### config.mk
export PLATFORM = sky130hd
export DESIGN_NAME = tmr_top
export DESIGN_NICKNAME = d
export VERILOG_FILES = /design/src/tmr_pkg.sv /design/src/tmr_sync_edge.sv /design/src/tmr_count_core.sv /design/src/tmr_top.sv
export SDC_FILE = /design/constraint.sdc
export NUM_CORES = 1
export LEC_CHECK = 0
export BUFFER_PORTS_ARGS = -buffer_cell sky130_fd_sc_hd__buf_2
export CORE_MARGIN = 2
export CORE_UTILIZATION = 35
export DETAILED_ROUTE_END_ITERATION = 12
export MAX_ROUTING_LAYER = met4
export PLACE_DENSITY = 0.54
export SLEW_MARGIN = 20
export SYNTH_ARGS = -nofsm -noshare
export SYNTH_HDL_FRONTEND = slang
export SYNTH_SLANG_ARGS = --single-unit
### constraint.sdc
create_clock -name core_clk_in -period 1.8 [get_ports core_clk_in]
set_input_delay 0.27 -clock core_clk_in [delete_from_list [all_inputs] [get_ports core_clk_in]]
set_output_delay 0.27 -clock core_clk_in [all_outputs]
set_load 0.02 [all_outputs]
### src/tmr_pkg.sv
// Operation
// RQ1: Each timer keeps a 16-bit count, read and written as low and high bytes.
// RQ2: Each timer has its own mode field, and one timer never affects the other.
// RQ3: In 13-bit mode the high byte holds bits 12:5 and low bits 4:0 hold 4:0.
// RQ4: In 13-bit mode a wrap from 0x1FFF to 0x0000 sets the overflow flag.
// RQ5: With the count select bit set, falling edges on the event pin count.
// RQ6: Otherwise the timer ticks on every clock, or on prescale ticks if not selected.
// RQ7: Five clock sources exist: the system clock and four prescaled choices.
// RQ8: External events up to a quarter of the clock rate are counted correctly.
// RQ9: The event source holds each level for at least two clock cycles.
// RQ10: Counting needs run set and either gate select clear or the gate input active.
// RQ11: Timer one is gated by gate input one with its own polarity bit.
// RQ12: Setting run never clears or reloads the count.
// RQ13: 16-bit mode works like 13-bit mode but uses all sixteen bits.
// RQ14: 8-bit reload mode counts low byte; wrap sets flag and reloads from high byte.
// RQ15: Software sets the low byte before enabling 8-bit reload mode.
// RQ16: Timer one behaves like timer zero with its own bytes and control bits.
// RQ17: A set overflow flag with its enable bit set raises that timer's request.
// RQ18: Mode codes: 00 13-bit, 01 16-bit, 10 8-bit reload, 11 inactive here.
// RQ19: Software may clear an overflow flag; vectoring to the handler clears it.
// RQ20: Event and gate pins are synchronised and falls give one-cycle enables.
// RQ21: The prescaled clock arrives as a one-cycle tick from an outside divider.
`default_nettype none
package tmr_pkg;
  // ==========================================================
  // Register map, byte addresses on the APB bus.
  localparam logic [7:0] OFS_CTRL  = 8'h00;
  localparam logic [7:0] OFS_MODE  = 8'h04;
  localparam logic [7:0] OFS_CLK   = 8'h08;
  localparam logic [7:0] OFS_T0LO  = 8'h0C;
  localparam logic [7:0] OFS_T0HI  = 8'h10;
  localparam logic [7:0] OFS_T1LO  = 8'h14;
  localparam logic [7:0] OFS_T1HI  = 8'h18;
  localparam logic [7:0] OFS_IRQEN = 8'h1C;
  localparam logic [7:0] OFS_POL   = 8'h20;
  // ==========================================================
  // Field positions; per-timer fields add the timer index times the step.
  localparam int RUN_BIT    = 4;
  localparam int FLAG_BIT   = 5;
  localparam int CTRL_STEP  = 2;
  localparam int MODE_LSB   = 0;
  localparam int CNT_BIT    = 2;
  localparam int GATE_BIT   = 3;
  localparam int MODE_STEP  = 4;
  localparam int SYSSEL_BIT = 2;
  localparam int PRESC_LSB  = 0;
  localparam int PRESC_W    = 2;
  localparam logic [7:0] REG_RESET = 8'h00;
  // ==========================================================
  // Operating modes of the two-bit mode field.
  typedef enum logic [1:0] {
    MODE_13  = 2'h0,
    MODE_16  = 2'h1,
    MODE_RLD = 2'h2,
    MODE_OFF = 2'h3
  } tmr_mode_type;
  localparam logic [12:0] TOP_13 = 13'h1FFF;
endpackage
`default_nettype wire

### src/tmr_sync_edge.sv
`timescale 1ns/10ps
`default_nettype none
module tmr_sync_edge
  import tmr_pkg::*;
#(
  parameter int N = 4
) (
  input  wire logic         core_clk_in,
  input  wire logic         nrst_in,
  input  wire logic [N-1:0] pins_in,
  output logic      [N-1:0] level_out,
  output logic      [N-1:0] fall_out
);
  // ==========================================================
  // Two-stage synchroniser and a delayed copy for edge finding.
  logic [N-1:0] meta_q;
  logic [N-1:0] sync_q;
  logic [N-1:0] prev_q;

  // Only the second stage reads the first, so metastability stays contained.
  always_ff @(posedge core_clk_in or negedge nrst_in) begin
    if (!nrst_in) begin
      meta_q <= '0;
      sync_q <= '0;
      prev_q <= '0;
    end else begin
      meta_q <= pins_in;
      sync_q <= meta_q;
      prev_q <= sync_q;
    end
  end

  // A fall gives one pulse, so a quarter-rate input is never missed.
  genvar i;
  for (i = 0; i < N; i++) begin : g_bit
    assign fall_out[i]  = prev_q[i] & ~sync_q[i]; // [RQ20] [RQ8]
    assign level_out[i] = sync_q[i];
  end
endmodule
`default_nettype wire

### src/tmr_count_core.sv
`timescale 1ns/10ps
`default_nettype none
module tmr_count_core
  import tmr_pkg::*;
(
  input  wire logic [1:0] mode_in,
  input  wire logic       step_in,
  input  wire logic [7:0] low_in,
  input  wire logic [7:0] high_in,
  output logic      [7:0] low_out,
  output logic      [7:0] high_out,
  output logic            ovf_out
);
  // ==========================================================
  // Next count for one timer; the caller owns the registers.
  logic [13:0] c13;
  logic [16:0] c16;
  logic [8:0]  c8;

  always_comb begin
    c13      = {1'b0, high_in, low_in[4:0]} + 14'h0001;
    c16      = {1'b0, high_in, low_in} + 17'h00001;
    c8       = {1'b0, low_in} + 9'h001;
    low_out  = low_in;
    high_out = high_in;
    ovf_out  = 1'b0;
    if (step_in) begin
      case (tmr_mode_type'(mode_in))
        MODE_13: begin
          // Upper low bits are left alone; software must mask them.
          low_out  = {low_in[7:5], c13[4:0]}; // [RQ3]
          high_out = c13[12:5];
          ovf_out  = c13[13]; // [RQ4]
        end
        MODE_16: begin
          low_out  = c16[7:0]; // [RQ13]
          high_out = c16[15:8];
          ovf_out  = c16[16];
        end
        MODE_RLD: begin
          // The reload value is never touched by the count.
          low_out  = c8[8] ? high_in : c8[7:0]; // [RQ14]
          ovf_out  = c8[8];
        end
        default: begin
          low_out  = low_in; // [RQ18]
        end
      endcase
    end
  end
endmodule
`default_nettype wire

### src/tmr_top.sv
`timescale 1ns/10ps
`default_nettype none
module tmr_top
  import tmr_pkg::*;
(
  input  wire logic        core_clk_in,
  input  wire logic        nrst_in,
  input  wire logic        psel_in,
  input  wire logic        penable_in,
  input  wire logic        pwrite_in,
  input  wire logic [7:0]  paddr_in,
  input  wire logic [31:0] pwdata_in,
  output logic      [31:0] prdata_out,
  output logic             pready_out,
  output logic             pslverr_out,
  input  wire logic [1:0]  event_pin_in,
  input  wire logic [1:0]  gate_input_in,
  input  wire logic        prescale_tick_in,
  input  wire logic [1:0]  isr_ack_in,
  output logic      [1:0]  prescale_field_out,
  output logic      [1:0]  irq_req_out
);
  // ==========================================================
  // Register state.
  logic [1:0]       flag_q;
  logic [1:0]       run_q;
  logic [3:0]       ext_ctrl_q;
  logic [7:0]       mode_reg_q;
  logic [7:0]       clk_reg_q;
  logic [1:0]       irq_en_q;
  logic [1:0]       pol_q;
  logic [1:0][7:0]  low_q;
  logic [1:0][7:0]  high_q;
  logic [31:0]      prdata_q;
  logic             pslverr_q;

  // ==========================================================
  // Bus decode. Zero wait states: every access completes in its
  // access phase, so read data are latched during the setup phase.
  logic       setup;
  logic       wr;
  logic       hit;
  logic [7:0] rd_byte;

  assign setup = psel_in & ~penable_in;
  assign wr    = psel_in & penable_in & pwrite_in & hit;

  always_comb begin
    hit     = 1'b1;
    rd_byte = 8'h00;
    case (paddr_in)
      OFS_CTRL: begin
        rd_byte = {flag_q[1], run_q[1], flag_q[0], run_q[0], ext_ctrl_q};
      end
      OFS_MODE: begin
        rd_byte = mode_reg_q;
      end
      OFS_CLK: begin
        rd_byte = clk_reg_q;
      end
      OFS_T0LO: begin
        rd_byte = low_q[0];
      end
      OFS_T0HI: begin
        rd_byte = high_q[0];
      end
      OFS_T1LO: begin
        rd_byte = low_q[1];
      end
      OFS_T1HI: begin
        rd_byte = high_q[1];
      end
      OFS_IRQEN: begin
        rd_byte = {6'h00, irq_en_q};
      end
      OFS_POL: begin
        rd_byte = {6'h00, pol_q};
      end
      default: begin
        hit = 1'b0;
      end
    endcase
  end

  // Read data and the error answer are held through the access phase.
  always_ff @(posedge core_clk_in or negedge nrst_in) begin
    if (!nrst_in) begin
      prdata_q  <= 32'h0000_0000;
      pslverr_q <= 1'b0;
    end else if (setup) begin
      prdata_q  <= {24'h00_0000, rd_byte};
      pslverr_q <= ~hit;
    end
  end

  assign pready_out  = 1'b1;
  assign prdata_out  = prdata_q;
  assign pslverr_out = pslverr_q & psel_in & penable_in;

  // ==========================================================
  // Shared configuration registers; the low control nibble belongs
  // to the external interrupt logic and is only stored here.
  always_ff @(posedge core_clk_in or negedge nrst_in) begin
    if (!nrst_in) begin
      ext_ctrl_q <= REG_RESET[3:0];
      mode_reg_q <= REG_RESET;
      clk_reg_q  <= REG_RESET;
      irq_en_q   <= REG_RESET[1:0];
      pol_q      <= REG_RESET[1:0];
    end else if (wr) begin
      case (paddr_in)
        OFS_CTRL: begin
          ext_ctrl_q <= pwdata_in[3:0];
        end
        OFS_MODE: begin
          mode_reg_q <= pwdata_in[7:0];
        end
        OFS_CLK: begin
          clk_reg_q <= pwdata_in[7:0];
        end
        OFS_IRQEN: begin
          irq_en_q <= pwdata_in[1:0];
        end
        OFS_POL: begin
          pol_q <= pwdata_in[1:0];
        end
        default: begin
          ext_ctrl_q <= ext_ctrl_q;
        end
      endcase
    end
  end

  // The outside divider picks one of four ratios from this field.
  assign prescale_field_out = clk_reg_q[PRESC_LSB +: PRESC_W]; // [RQ7] [RQ21]

  // ==========================================================
  // Pin synchronisers: event pins in bits 1:0, gate inputs in 3:2.
  logic [3:0] pin_lvl;
  logic [3:0] pin_fall;

  tmr_sync_edge #(
    .N (4)
  ) u_sync (
    .core_clk_in (core_clk_in),
    .nrst_in     (nrst_in),
    .pins_in     ({gate_input_in, event_pin_in}),
    .level_out   (pin_lvl),
    .fall_out    (pin_fall)
  );

  // ==========================================================
  // Per-timer logic; both timers are the same and share nothing
  // but the prescale tick.
  logic [1:0]      step;
  logic [1:0]      ovf;
  logic [1:0]      gate_ok;
  logic [1:0][7:0] low_nx;
  logic [1:0][7:0] high_nx;

  genvar t;
  for (t = 0; t < 2; t++) begin : g_tmr
    localparam logic [7:0] LO_OFS = (t == 0) ? OFS_T0LO : OFS_T1LO;
    localparam logic [7:0] HI_OFS = (t == 0) ? OFS_T0HI : OFS_T1HI;
    logic [1:0] mode;
    logic       cnt_sel;
    logic       gate_sel;
    logic       sys_sel;
    logic       tick;

    assign mode     = mode_reg_q[t*MODE_STEP+MODE_LSB +: 2]; // [RQ2]
    assign cnt_sel  = mode_reg_q[t*MODE_STEP+CNT_BIT];
    assign gate_sel = mode_reg_q[t*MODE_STEP+GATE_BIT];
    assign sys_sel  = clk_reg_q[SYSSEL_BIT+t];

    // Gate input t, active high when its polarity bit is set.
    assign gate_ok[t] = ~(pin_lvl[2+t] ^ pol_q[t]); // [RQ11]

    // Source: event falls, the system clock, or the prescale tick.
    assign tick = cnt_sel ? pin_fall[t] // [RQ5]
                : (sys_sel | prescale_tick_in); // [RQ6]

    // Mode 11 is left to logic outside this block and counts nothing.
    assign step[t] = tick & run_q[t] & (~gate_sel | gate_ok[t]) // [RQ10]
                   & (mode != MODE_OFF); // [RQ18]

    tmr_count_core u_core (
      .mode_in  (mode),
      .step_in  (step[t]),
      .low_in   (low_q[t]),
      .high_in  (high_q[t]),
      .low_out  (low_nx[t]),
      .high_out (high_nx[t]),
      .ovf_out  (ovf[t])
    );

    // Count bytes. A software write wins over a count in the same cycle.
    always_ff @(posedge core_clk_in or negedge nrst_in) begin
      if (!nrst_in) begin
        low_q[t]  <= REG_RESET;
        high_q[t] <= REG_RESET;
      end else begin
        low_q[t]  <= (wr && paddr_in == LO_OFS) ? pwdata_in[7:0] : low_nx[t]; // [RQ1] [RQ16]
        high_q[t] <= (wr && paddr_in == HI_OFS) ? pwdata_in[7:0] : high_nx[t];
      end
    end

    // Run bit; changing it never touches the count.
    always_ff @(posedge core_clk_in or negedge nrst_in) begin
      if (!nrst_in) begin
        run_q[t] <= 1'b0;
      end else if (wr && paddr_in == OFS_CTRL) begin
        run_q[t] <= pwdata_in[RUN_BIT+t*CTRL_STEP]; // [RQ12]
      end
    end

    // Overflow flag: a new overflow beats a clear in the same cycle.
    always_ff @(posedge core_clk_in or negedge nrst_in) begin
      if (!nrst_in) begin
        flag_q[t] <= 1'b0;
      end else if (ovf[t]) begin
        flag_q[t] <= 1'b1; // [RQ4]
      end else if (isr_ack_in[t]) begin
        flag_q[t] <= 1'b0; // [RQ19]
      end else if (wr && paddr_in == OFS_CTRL) begin
        flag_q[t] <= pwdata_in[FLAG_BIT+t*CTRL_STEP]; // [RQ19]
      end
    end

    // Request follows the flag while the enable is set.
    assign irq_req_out[t] = flag_q[t] & irq_en_q[t]; // [RQ17]

    // ========================================================
    // Checks on this timer.
    property p_wrap13;
      @(posedge core_clk_in) disable iff (!nrst_in)
      step[t] && mode == MODE_13 && {high_q[t], low_q[t][4:0]} == TOP_13 && !wr
      |=> flag_q[t] && high_q[t] == 8'h00 && low_q[t][4:0] == 5'h00;
    endproperty
    a_wrap13: assert property (p_wrap13) else $error("13-bit wrap missed"); // [RQ4]

    property p_wrap16;
      @(posedge core_clk_in) disable iff (!nrst_in)
      step[t] && mode == MODE_16 && {high_q[t], low_q[t]} == 16'hFFFF && !wr
      |=> flag_q[t] && {high_q[t], low_q[t]} == 16'h0000;
    endproperty
    a_wrap16: assert property (p_wrap16) else $error("16-bit wrap missed"); // [RQ13]

    property p_reload;
      @(posedge core_clk_in) disable iff (!nrst_in)
      step[t] && mode == MODE_RLD && low_q[t] == 8'hFF && !wr
      |=> flag_q[t] && low_q[t] == $past(high_q[t]) && $stable(high_q[t]);
    endproperty
    a_reload: assert property (p_reload) else $error("8-bit reload wrong"); // [RQ14]

    property p_idle;
      @(posedge core_clk_in) disable iff (!nrst_in)
      (!run_q[t] || mode == MODE_OFF) && !wr |=> $stable(low_q[t]) && $stable(high_q[t]);
    endproperty
    a_idle: assert property (p_idle) else $error("count moved while stopped"); // [RQ10]

    // The pin level two edges back is what the synchroniser shows now.
    property p_gate;
      @(posedge core_clk_in) disable iff (!nrst_in)
      gate_sel && ($past(gate_input_in[t], 2) != pol_q[t]) |-> !step[t];
    endproperty
    a_gate: assert property (p_gate) else $error("count while gate inactive"); // [RQ11]

    property p_event;
      @(posedge core_clk_in) disable iff (!nrst_in)
      cnt_sel && run_q[t] && !gate_sel && mode == MODE_16 && !wr
      |-> ##1 ({high_q[t], low_q[t]} != $past({high_q[t], low_q[t]})) == $past(pin_fall[t]);
    endproperty
    a_event: assert property (p_event) else $error("event count mismatch"); // [RQ5]

    property p_irq;
      @(posedge core_clk_in) disable iff (!nrst_in)
      ovf[t] && irq_en_q[t] |=> irq_req_out[t];
    endproperty
    a_irq: assert property (p_irq) else $error("overflow raised no request"); // [RQ17]

    property p_ack;
      @(posedge core_clk_in) disable iff (!nrst_in)
      isr_ack_in[t] && !ovf[t] |=> !flag_q[t] && !irq_req_out[t];
    endproperty
    a_ack: assert property (p_ack) else $error("flag survived handler entry"); // [RQ19]

    // Software byte writes land whole and win over a count step.
    property p_byte_lo;
      @(posedge core_clk_in) disable iff (!nrst_in)
      wr && paddr_in == LO_OFS |=> low_q[t] == $past(pwdata_in[7:0]);
    endproperty
    a_byte_lo: assert property (p_byte_lo) else $error("low byte write lost"); // [RQ1]

    property p_byte_hi;
      @(posedge core_clk_in) disable iff (!nrst_in)
      wr && paddr_in == HI_OFS |=> high_q[t] == $past(pwdata_in[7:0]);
    endproperty
    a_byte_hi: assert property (p_byte_hi) else $error("high byte write lost"); // [RQ1]

    // Starting the timer must keep whatever software loaded.
    property p_run_keep;
      @(posedge core_clk_in) disable iff (!nrst_in)
      wr && paddr_in == OFS_CTRL && !run_q[t] |=> $stable({high_q[t], low_q[t]});
    endproperty
    a_run_keep: assert property (p_run_keep) else $error("run bit moved count"); // [RQ12]

    // Clock selection: full rate steps every cycle, the prescale path only on its tick.
    property p_clk_src;
      @(posedge core_clk_in) disable iff (!nrst_in)
      run_q[t] && !cnt_sel && sys_sel && !gate_sel && mode == MODE_16 && !wr
      |=> {high_q[t], low_q[t]} == $past({high_q[t], low_q[t]}) + 16'h0001;
    endproperty
    a_clk_src: assert property (p_clk_src) else $error("full-rate step missed"); // [RQ6]

    property p_presc;
      @(posedge core_clk_in) disable iff (!nrst_in)
      run_q[t] && !cnt_sel && !sys_sel && !prescale_tick_in && !wr
      |=> $stable({high_q[t], low_q[t]});
    endproperty
    a_presc: assert property (p_presc) else $error("count moved with no tick"); // [RQ6]

    property p_soft_clr;
      @(posedge core_clk_in) disable iff (!nrst_in)
      wr && paddr_in == OFS_CTRL && !pwdata_in[FLAG_BIT+t*CTRL_STEP] && !ovf[t]
      |=> !flag_q[t];
    endproperty
    a_soft_clr: assert property (p_soft_clr) else $error("flag clear lost"); // [RQ19]

    c_gated: cover property (@(posedge core_clk_in) disable iff (!nrst_in)
      gate_sel && run_q[t] && !gate_ok[t]);

    c_wrap: cover property (@(posedge core_clk_in) disable iff (!nrst_in) ovf[t]);
    c_evt: cover property (@(posedge core_clk_in) disable iff (!nrst_in)
      cnt_sel && step[t]);
    c_race: cover property (@(posedge core_clk_in) disable iff (!nrst_in)
      ovf[t] && isr_ack_in[t]);
  end

  property p_err;
    @(posedge core_clk_in) disable iff (!nrst_in)
    psel_in && penable_in && $past(setup) && $stable(paddr_in) && !$past(hit)
    |-> pslverr_out && prdata_out == 32'h0000_0000;
  endproperty
  a_err: assert property (p_err) else $error("unmapped access not refused"); // [RQ1]
endmodule
`default_nettype wire

* Word level (Yosys, flattened, before mapping) *
Index checks and enable logic that the tools add are counted.

storage, ports and cells
  bits of input ports = 52
  output and inout bits = 38
  register bits = 79
  word-level logic and storage cells = 132

operators by class
  multiplexer cells = 28
  add/subtract/negate cells = 6
  reduce and logical (&&, ||, !) cells = 32
  bitwise gates (word level) = 30
  equal/unequal tests = 16

operators by type and width
  cell                                                                    count
  8-bit two-way mux                                                       10
  8-bit one-hot mux with 9 select lines                                   1
  8-bit one-hot mux with 3 select lines                                   2
  16-bit by 1-bit adder with 17-bit output (second input constant)        2
  8-bit by 5-bit equality test with 1-bit output (second input constant)  4
  8-bit one-hot mux with 2 select lines                                   2
  13-bit by 1-bit adder with 14-bit output (second input constant)        2
  8-bit by 1-bit adder with 9-bit output (second input constant)          2
  2-bit AND reduction                                                     9
  3-bit nonzero test                                                      6
  1-bit bitwise AND                                                       16
  8-bit by 4-bit equality test with 1-bit output (second input constant)  2
  1-bit two-way mux                                                       11
  9-bit OR reduction                                                      1
  8-bit by 3-bit equality test with 1-bit output (second input constant)  1
  8-bit by 6-bit equality test with 1-bit output (second input constant)  1
  8-bit logical NOT                                                       1
  2-bit != test (second input constant)                                   4
  1-bit NOT                                                               8
  2-bit nonzero test                                                      4
  4-bit nonzero test                                                      2
  1-bit one-hot mux with 3 select lines                                   2
  3-bit AND reduction                                                     2
  1-bit logical AND                                                       5
  other kinds (5)                                                         12

* Longest topological paths before layout *
Gate-level depths: netlist of run 1.

  word-level depth = 8
  gate-level depth with buffers = 9
  gate-level depth less buffers = 7

* Cells and area by module *
A second synthesis of run 1 with hierarchy kept.

second synthesis, totals
  cell total of the unflattened synthesis = 536
  area, all modules = 5449.0 um2

modules (own cells, without submodules)
  module          cells each  sequential area each (um2)  instances  area an instance (um2)
  tmr_top         294         1726.7                      1          3647.2
  tmr_count_core  113         0.0                         2          723.2
  tmr_sync_edge   16          300.3                       1          355.3

* Worst setup path after synthesis of run 1 *
OpenSTA, ideal clock, no wires.

  path type = input to register
  start = input port paddr_in[3]
  end = register irq_en_q[0]
  required time = 1.675 ns
  arrival = 2.148 ns
  path buffers = 3
  cell stages on the path = 7
  library setup time = 0.125 ns
  path slack = -0.472 ns
  cell sequence = buf_2 -> o31a_1 -> or4b_1 -> buf_2 -> buf_2 -> nor4_4 -> mux2_2

between the ends
  word-level cells in the longest chain between the ends = 5

ends and longest elaborated chain
  item                                                                    RTL line        source
  from (decl)                                                             tmr_top.sv:11   input wire logic [7:0] paddr_in,
  8-bit by 4-bit equality test with 1-bit output (tied with other cells)  tmr_top.sv:51   case (paddr_in)
  9-bit OR reduction (no line)                                            -
  1-bit two-way mux                                                       tmr_top.sv:51
  1-bit bitwise AND                                                       tmr_top.sv:46   assign wr = psel_in & penable_in & pwrite_in & hit;
  2-bit AND reduction (no line) (*)                                       -
  to (signal assigned)                                                    tmr_top.sv:108  irq_en_q <= REG_RESET[1:0];
  to (signal assigned)                                                    tmr_top.sv:122  irq_en_q <= pwdata_in[1:0];
  to (decl)                                                               tmr_top.sv:30   logic [1:0] irq_en_q;

Mark *: on every way between the ends. The rest lies on a longest branch, timed or not.
A chain may end at the register's enable or synchronous reset.

* Worst setup path after layout of run 1 *
  start = register pol_q[0]
  end = register low_q[1] in the netlist's numbering

between the ends
  word-level cells in the longest chain between the ends = 7

ends and longest elaborated chain
  item                             RTL line        source
  from (decl)                      tmr_top.sv:31   logic [1:0] pol_q;
  from (signal assigned)           tmr_top.sv:109  pol_q <= REG_RESET[1:0];
  from (signal assigned)           tmr_top.sv:125  pol_q <= pwdata_in[1:0];
  1-bit bitwise XOR                tmr_top.sv:177  assign gate_ok[t] = ~(pin_lvl[2+t] ^ pol_q[t]);
  1-bit NOT                        tmr_top.sv:177
  1-bit OR                         tmr_top.sv:184  assign step[t] = tick & run_q[t] & (~gate_sel | gate_ok[t])
  1-bit bitwise AND                tmr_top.sv:184
  1-bit bitwise AND                tmr_top.sv:185  & (mode != MODE_OFF);
  2-bit nonzero test (no line)     -
  2-bit AND reduction (no line)    -
  to (signal, indexed assignment)  tmr_top.sv:203  low_q[t] <= (wr && paddr_in == LO_OFS) ? pwdata_in[7:0] : low_nx[t];
  to (decl)                        tmr_top.sv:32   logic [1:0][7:0] low_q;

No other way between the ends.

==> results of run 1 <==
==> metrics by stage <==
stage,utilization [%],hold WS [ns]
floorplan,-,-0.02559
global placement,45.51,0.2217
detailed placement,45.51,0.2202
CTS,49.07,0.01791
global route,52.54,0.01844
finish,52.54,0.02176
==> area by class of cell <==
type                            count  area share (%)
Tap cell                          184           3.015
Sequential cell                    79           25.92
Clock inverter                      7           1.573
Timing Repair Buffer              197           19.27
Multi-Input combinational cell    436           46.70
Clock buffer                        9           2.949
Inverter                           11          0.5735
==> synth_stat cells, drive strengths merged (4+ instances only) <==
cell type / count / area [um2]
and3: 11 / 68.82
mux2: 26 / 292.8
and4: 7 / 61.31
nand4: 15 / 93.84
or2: 4 / 25.03
nand2b: 8 / 50.05
o2111ai: 5 / 43.79
a21oi: 21 / 105.1
o21ai: 34 / 170.2
dfrtp: 79 / 1977
a211oi: 6 / 45.04
nor3: 11 / 65.06
or3: 8 / 50.05
buf: 39 / 267.8
nand2: 40 / 150.1
o31ai: 6 / 45.04
xnor2: 7 / 61.31
nand3: 31 / 155.2
ha: 10 / 125.1
a22o: 10 / 87.58
inv: 11 / 41.29
a221oi: 7 / 61.31
clkbuf: 23 / 86.33
nor2: 34 / 127.6
nor2b: 9 / 56.30
a22oi: 15 / 112.6
o211ai: 6 / 45.04
xor2: 11 / 96.34
mux2i: 8 / 80.08
a31oi: 7 / 43.79
==> layer usage <==
| layer | GRT usage, % | vias to the layer above | share of wire (%) | routed length [um] |
|---|---|---|---|---|
| met3 | 3.908 | 42 | 6.0 | 1169 |
| li1 | - | 2410 | - | - |
| met5 | - | - | 0 | 0 |
| met2 | 35.90 | 222 | 45 | 8792 |
| met4 | 9.825 | 0 | 2.9 | 569 |
| met1 | 34.41 | 2598 | 46 | 9088 |
==> final timing paths <==
kind	depth (start not counted)	slack, ns	end	startpoint
max reg2reg	6	-0.09	low_q[1]	pol_q[0]
max in group asynchronous	3	0.85	high_q[1]	nrst_in
min reg2reg	0	0.35	u_sync.level_out[1]	u_sync.meta_q[1]
min in group asynchronous	2	0.38	low_q[1]	nrst_in
min	1	0.02	u_sync.meta_q[2]	gate_input_in[0]
max	6	-0.09	low_q[1]	pol_q[0]
==> what timing repair did <==
item / 4_1_cts / 5_1_grt
hold endpoints to repair: 22 / 0
setup buffers: 6 / 11
setup endpoints to repair: 39 / 48
gates resized for setup: 27 / 97
pin swaps: 8 / 38
hold buffers: 1 / 0
gates cloned: 0 / 1
==> flip-flops by register name (all words and copies together) (netlist names) <==
signal and flops:
high_q 16, low_q 16, clk_reg_q 8, mode_reg_q 8, prdata_out 8, ext_ctrl_q 4, u_sync.level_out 4, u_sync.meta_q 4
flag_q 2, irq_en_q 2, pol_q 2, run_q 2, u_sync.prev_q 2, pslverr_q 1
==> report_power, final <==
| part | total [uW] | switching [uW] | internal, uW |
|---|---|---|---|
| sequential | 1850 | 38.0 | 1810 |
| clock | 2140 | 784 | 1360 |
| combinational | 485 | 306 | 179 |
==> logic make-up after synthesis <==
| kind of cell | count (synthesis) | synth area share (%) |
|---|---|---|
| other | 2 | 0.1442 |
| and+or+nand+nor | 199 | 21.38 |
| buffers and inverters | 73 | 7.591 |
| AOI/OAI and AO/OA | 149 | 19.91 |
| muxes | 35 | 7.591 |
| adders and majority gates | 10 | 2.402 |
| xor gates and xnor gates | 18 | 3.027 |
| DFF | 79 | 37.95 |
==> results.txt, run 1 <==
crit-path cells: xor2_1 -> a221o_1 -> buf_4 -> or2_4 -> a221oi_1 -> o21ai_1
first-pass GRT wire length: 29190 um
Post-Route WL: 19620 um
die height: 126.0 um
Seq cells post-synth: 79
critical path's slowest cell: dfrtp_1
Setup CP Type: reg2reg
area of the multi-input gates: 3566 um2
cts bufs inserted: 9
Worst Skew: 0.006358 ns
Final Cell Area: 7636 um2
Cells after Synth: 565
Fillers: 1340
worst vdd ir: 414.2 uV
Core Footprint: 14530 um2
max_cap viols: 0
commonest non-fill, non-tap cells in the layout: buf_4, dfrtp_1, nand2_1, buf_2, nor2_1
CTS tree: built
Avg Cell Area, Syn: 9.219 um2
Routed Antenna Nets: 0
CP max stage delay: 0.43 ns
leakage power: 0.003321 uW
PortBufs: 40
fmax: 528.7 MHz
placed instance count: 888
Vias/cell: 5.712
Power per Cell Area: 586.0 nW/um2
via count: 5272
vias in the first global route: 5136
Antenna diodes: 0
total negative slack: -0.5628 ns
min Tclk post-route: 1.892 ns
DRT Pass-1 Iters: 5
Final Max Tran Viols: 0
synthesized area: 5209 um2
sequential share of the synthesized area: 37.95%
Critical Path RT: 2.03 ns
status: finished, violations left
family with the most delay on the worst path: compound AO/OA/AOI/OAI gates
Synth Flop Type: dfrtp_1
post-route setup slack: -0.09154 ns
HP Class: in2reg
Placed Area: 6614 um2
# nets final: 796
RD Place Congestion: 0.9442
WP buf/inv: 1
initial core utilization: 35.84%
Post-route DRC: 0
clk sink count: 79
Ys Warns: 0
Distinct cells, synth: 73
Async SR Flop Fraction: 100.0%
Post-synth EDFFs: 0
initial antenna violation count: 0
commonest non-fill, non-tap cell in the layout: buf_4
initial drt markers: 580
WL/cell: 21.26 um
Worst-path clk slew: 0.07 ns
die area: 15870 um2
Clock Tree Buf Depth: 2
pin count of the biggest net entering global routing: 28
register area: 1979 um2
layout cells sized above 1: 44.93%
die width: 126.0 um
crit path max fanout: 5
clock root buffer master: clkbuf_16
area grow syn2layout: 46.60%
Rows: 44
Pwr Total: 4475 uW
pre-CTS setup slack: -0.4322 ns
RSZ-0062 raised after global routing: yes
H-tree levels: 3
Non-Filler Instances: 923
Final setup viols: 14
hpwl dp: 14100 um
worst path arrival time: 2.13 ns
Total GRT Usage: 24.67%
Fin. Hold Viols: 0
Skew-Pair Late Insertion Delay: 0.35 ns
Worst setup EP type: register
Worst setup SP type: register
IO Pins: 90
Tcrit/Tclk final: 105.1%
failing checks: setup timing
grt ovf: 0
Power figures use the tool's default switching activity.
==> inputs of run 2 (changes only) <==
--- a/config.mk
+++ b/config.mk
@@ -10,7 +10,7 @@
 export CORE_UTILIZATION = 35
 export DETAILED_ROUTE_END_ITERATION = 12
 export MAX_ROUTING_LAYER = met4
-export PLACE_DENSITY = 0.54
+export PLACE_DENSITY = 0.52
 export SLEW_MARGIN = 20
 export SYNTH_ARGS = -nofsm -noshare
 export SYNTH_HDL_FRONTEND = slang
==> constraint.sdc (replaced) <==
create_clock -name core_clk_in -period 2.2 [get_ports core_clk_in]
set_input_delay 0.33 -clock core_clk_in [delete_from_list [all_inputs] [get_ports core_clk_in]]
set_output_delay 0.33 -clock core_clk_in [all_outputs]
set_load 0.02 [all_outputs]
==> run 2 against run 1 <==
  * Critical endpoint is now low_q[15]
  * Worst setup slack improved by 0.22 ns
  * Sequential cell count unchanged
  * Sequential share of layout area increased by 5.9 points
  * Fmax decreased by 8.7%
  * Largest power group is now sequential cells
  * Cell area decreased by 19%
  * Clock skew increased by 0.0050 ns
  * Highest routed layer unchanged
  * The flow now finishes without violations
  * Register-to-register slack improved by 0.22 ns
  * Via count decreased by 7.9%
==> results.txt, run 2 (synthesis results as in run 1) <==
status: complete, no violations
Rows: 44 (unchanged)
Routed Antenna Nets: 0 (unchanged)
WL/cell: 20.59 um (-3.1%)
vias in the first global route: 4813 (-6.3%)
post-route setup slack: 0.1271 ns (+0.2187 ns)
die area: 15870 um2 (unchanged)
cts bufs inserted: 9 (unchanged)
pre-CTS setup slack: -0.08728 ns (+0.3450 ns)
Slew headroom: 63.73%
grt ovf: 0 (unchanged)
crit path max fanout: 5 (unchanged)
Non-Filler Instances: 830 (-10%)
layout cells sized above 1: 25.08% (-20 points)
commonest non-fill, non-tap cells in the layout: dfrtp_1, buf_4, nand2_1
HP Class: in2reg
# nets final: 703 (-12%)
largest registers: high_q: 16 flops, low_q: 16 flops
RD Place Congestion: 0.9983 (+5.7%)
worst vdd ir: 334.7 uV (-19%)
initial antenna violation count: 0 (unchanged)
placed instance count: 813 (-8.4%)
HP Start: event_pin_in[0]
Antenna diodes: 0 (unchanged)
via count: 4853 (-7.9%)
final hold slack: 0.08202 ns (+0.06026 ns)
hold path depth: 1 (unchanged)
family with the most delay on the worst path: simple AND/OR/NAND/NOR gates
CTS tree: built
fmax: 482.4 MHz (-8.7%)
IO Pins: 90 (unchanged)
min Tclk post-route: 2.073 ns (+0.1813 ns)
switching part of the total: 28.48% (+3.3 points)
hold-critical path endpoint: u_sync.meta_q[0]
pin count of the biggest net entering global routing: 39 (+39%)
first-pass GRT wire length: 26910 um (-7.8%)
register area: 1977 um2 (-0.13%)
Skew-Pair Late Insertion Delay: 0.36 ns (about the same)
logic gate share of total power: 9.6% (-1.2 points)
worst reg2reg setup slack: 0.13 ns (+0.22 ns)
commonest non-fill, non-tap cell in the layout: dfrtp_1
Vias/cell: 5.847 (+2.4%)
RSZ-0062 raised after global routing: no
PortBufs: 40 (unchanged)
Internal: 2380 uW (-29%)
DRT Pass-1 Iters: 5 (unchanged)
CP max stage delay: 0.47 ns (+0.04 ns)
H-tree levels: 3 (unchanged)
area grow syn2layout: 19.19%
area of the multi-input gates: 2949 um2 (-17%)
Power per Cell Area: 536.0 nW/um2 (-8.5%)
leakage power: 0.002723 uW (-18%)
initial core utilization: 35.84% (unchanged)
Worst setup SP type: register
clock root buffer master: clkbuf_16
critical path's slowest cell: or3b_2
Clock Tree Buf Depth: 2 (unchanged)
Critical Path RT: 2.46 ns (+0.43 ns)
Setup CP Type: reg2reg
initial drt markers: 428 (-26%)
P_sw: 947.9 uW (-16%)
Post-Route WL: 17090 um (-13%)
Post-route DRC: 0 (unchanged)
worst path arrival time: 2.33 ns (+0.20 ns)
die width: 126.0 um (unchanged)
Worst setup EP type: register
share of total power in the clock network: 45.0% (-2.9 points)
FF-to-FF End: low_q[15]
max_cap viols: 0 (unchanged)
Reg-to-Reg Start: mode_reg_q[5]
Final setup viols: 0 (-14)
Fillers: 1443 (+7.7%)
Fin. Hold Viols: 0 (unchanged)
hpwl dp: 12790 um (-9.3%)
WP buf/inv: 0 (-1)
Total GRT Usage: 22.69% (-2.0 points)
worst slew pin tran: 0.5441 ns
Worst Skew: 0.01133 ns (+0.004975 ns)
Core Footprint: 14530 um2 (unchanged)
Final Max Tran Viols: 0 (unchanged)
die height: 126.0 um (unchanged)
R2R cell count: 6 (unchanged)
Pwr Total: 3328 uW (-26%)
Flop pwr share: 45.5% (+4.3 points)
Worst-path clk slew: 0.07 ns (about the same)
Finished Core Util: 42.72% (-9.8 points)
crit-path cells: ha_1 -> nand2b_1 -> nor3_1 -> nand2_1 -> or3b_2 -> a22oi_1
Tcrit/Tclk final: 94.22% (-11 points)
clk sink count: 79 (unchanged)
## run 2: cell count changes in the layout (fill, tap and decap cells not counted), moves of 10 or more
cell	delta
mux2_2	+24
buf_6	-10
o21ai_1	-15
mux2_4	-24
buf_4	-81
o21ai_0	+17
## run 2: worst max path at each step
stage / start / to / slack, ns / depth (start not counted)
final: mode_reg_q[5] / low_q[15] / 0.13 / 6
after global routing: low_q[8] / low_q[8] / 0.02 / 6
after CTS: low_q[8] / high_q[9] / 0.04 / 7
after detailed placement: paddr_in[4] / high_q[2] / -0.09 / 8
after global placement: paddr_in[4] / high_q[2] / -0.08 / 8
after floorplan: paddr_in[3] / high_q[5] / -0.02 / 9
## run 2: area by class of cell
class                   count  area share [%]
multi-input cells         436           47.50
flip-flops and latches     79           31.84
repair buffers            104           11.65
well taps                 184           3.708
clock buffers               9           3.628
clock inverters             7           1.008
inverters                  11          0.6651
## run 2: worst reg2reg max path: cells and delay by family, from the launching register on
family	cells	cell delay [ns]
adder cells (fa/ha/maj)	1	0.22
flip-flops	1	0.44
AO/OA/AOI/OAI	1	0.16
AND/OR/NAND/NOR	4	1.16
## run 2: per-layer routing
| layer | track usage [%] | vias to the layer above | share of wire (%) |
|---|---|---|---|
| met3 | 2.634 | 33 | 5.7 |
| met4 | 8.274 | 0 | 2.8 |
| met5 | - | - | 0 |
| li1 | - | 2222 | - |
| met1 | 31.07 | 2426 | 45 |
| met2 | 34.85 | 172 | 46 |
## run 2: power groups by stage
stage | combinational [uW] | clock [uW] | sequential, uW
finish | 318 | 1500 | 1510
detailed placement | 314 | 0 | 1540
floorplan | 183 | 0 | 1520
global placement | 311 | 0 | 1540
global route | 344 | 1590 | 1520
CTS | 317 | 1520 | 1510
## run 2: through the flow
stage,instance area (um2),setup TNS (ns)
2_1_floorplan,5328,-0.08558
3_3_place_gp,5894,-1.342
3_5_place_dp,5894,-1.883
4_1_cts,6192,0
5_1_grt,6208,0
6_report,6208,0
## run 2: what timing repair did
item                                   in CTS  in global routing
gates resized for setup                     0                  7
setup buffers                               0                  0
endpoints found under the hold margin      36                  0
setup endpoints to repair                   0                  6
hold buffers                                1                  0
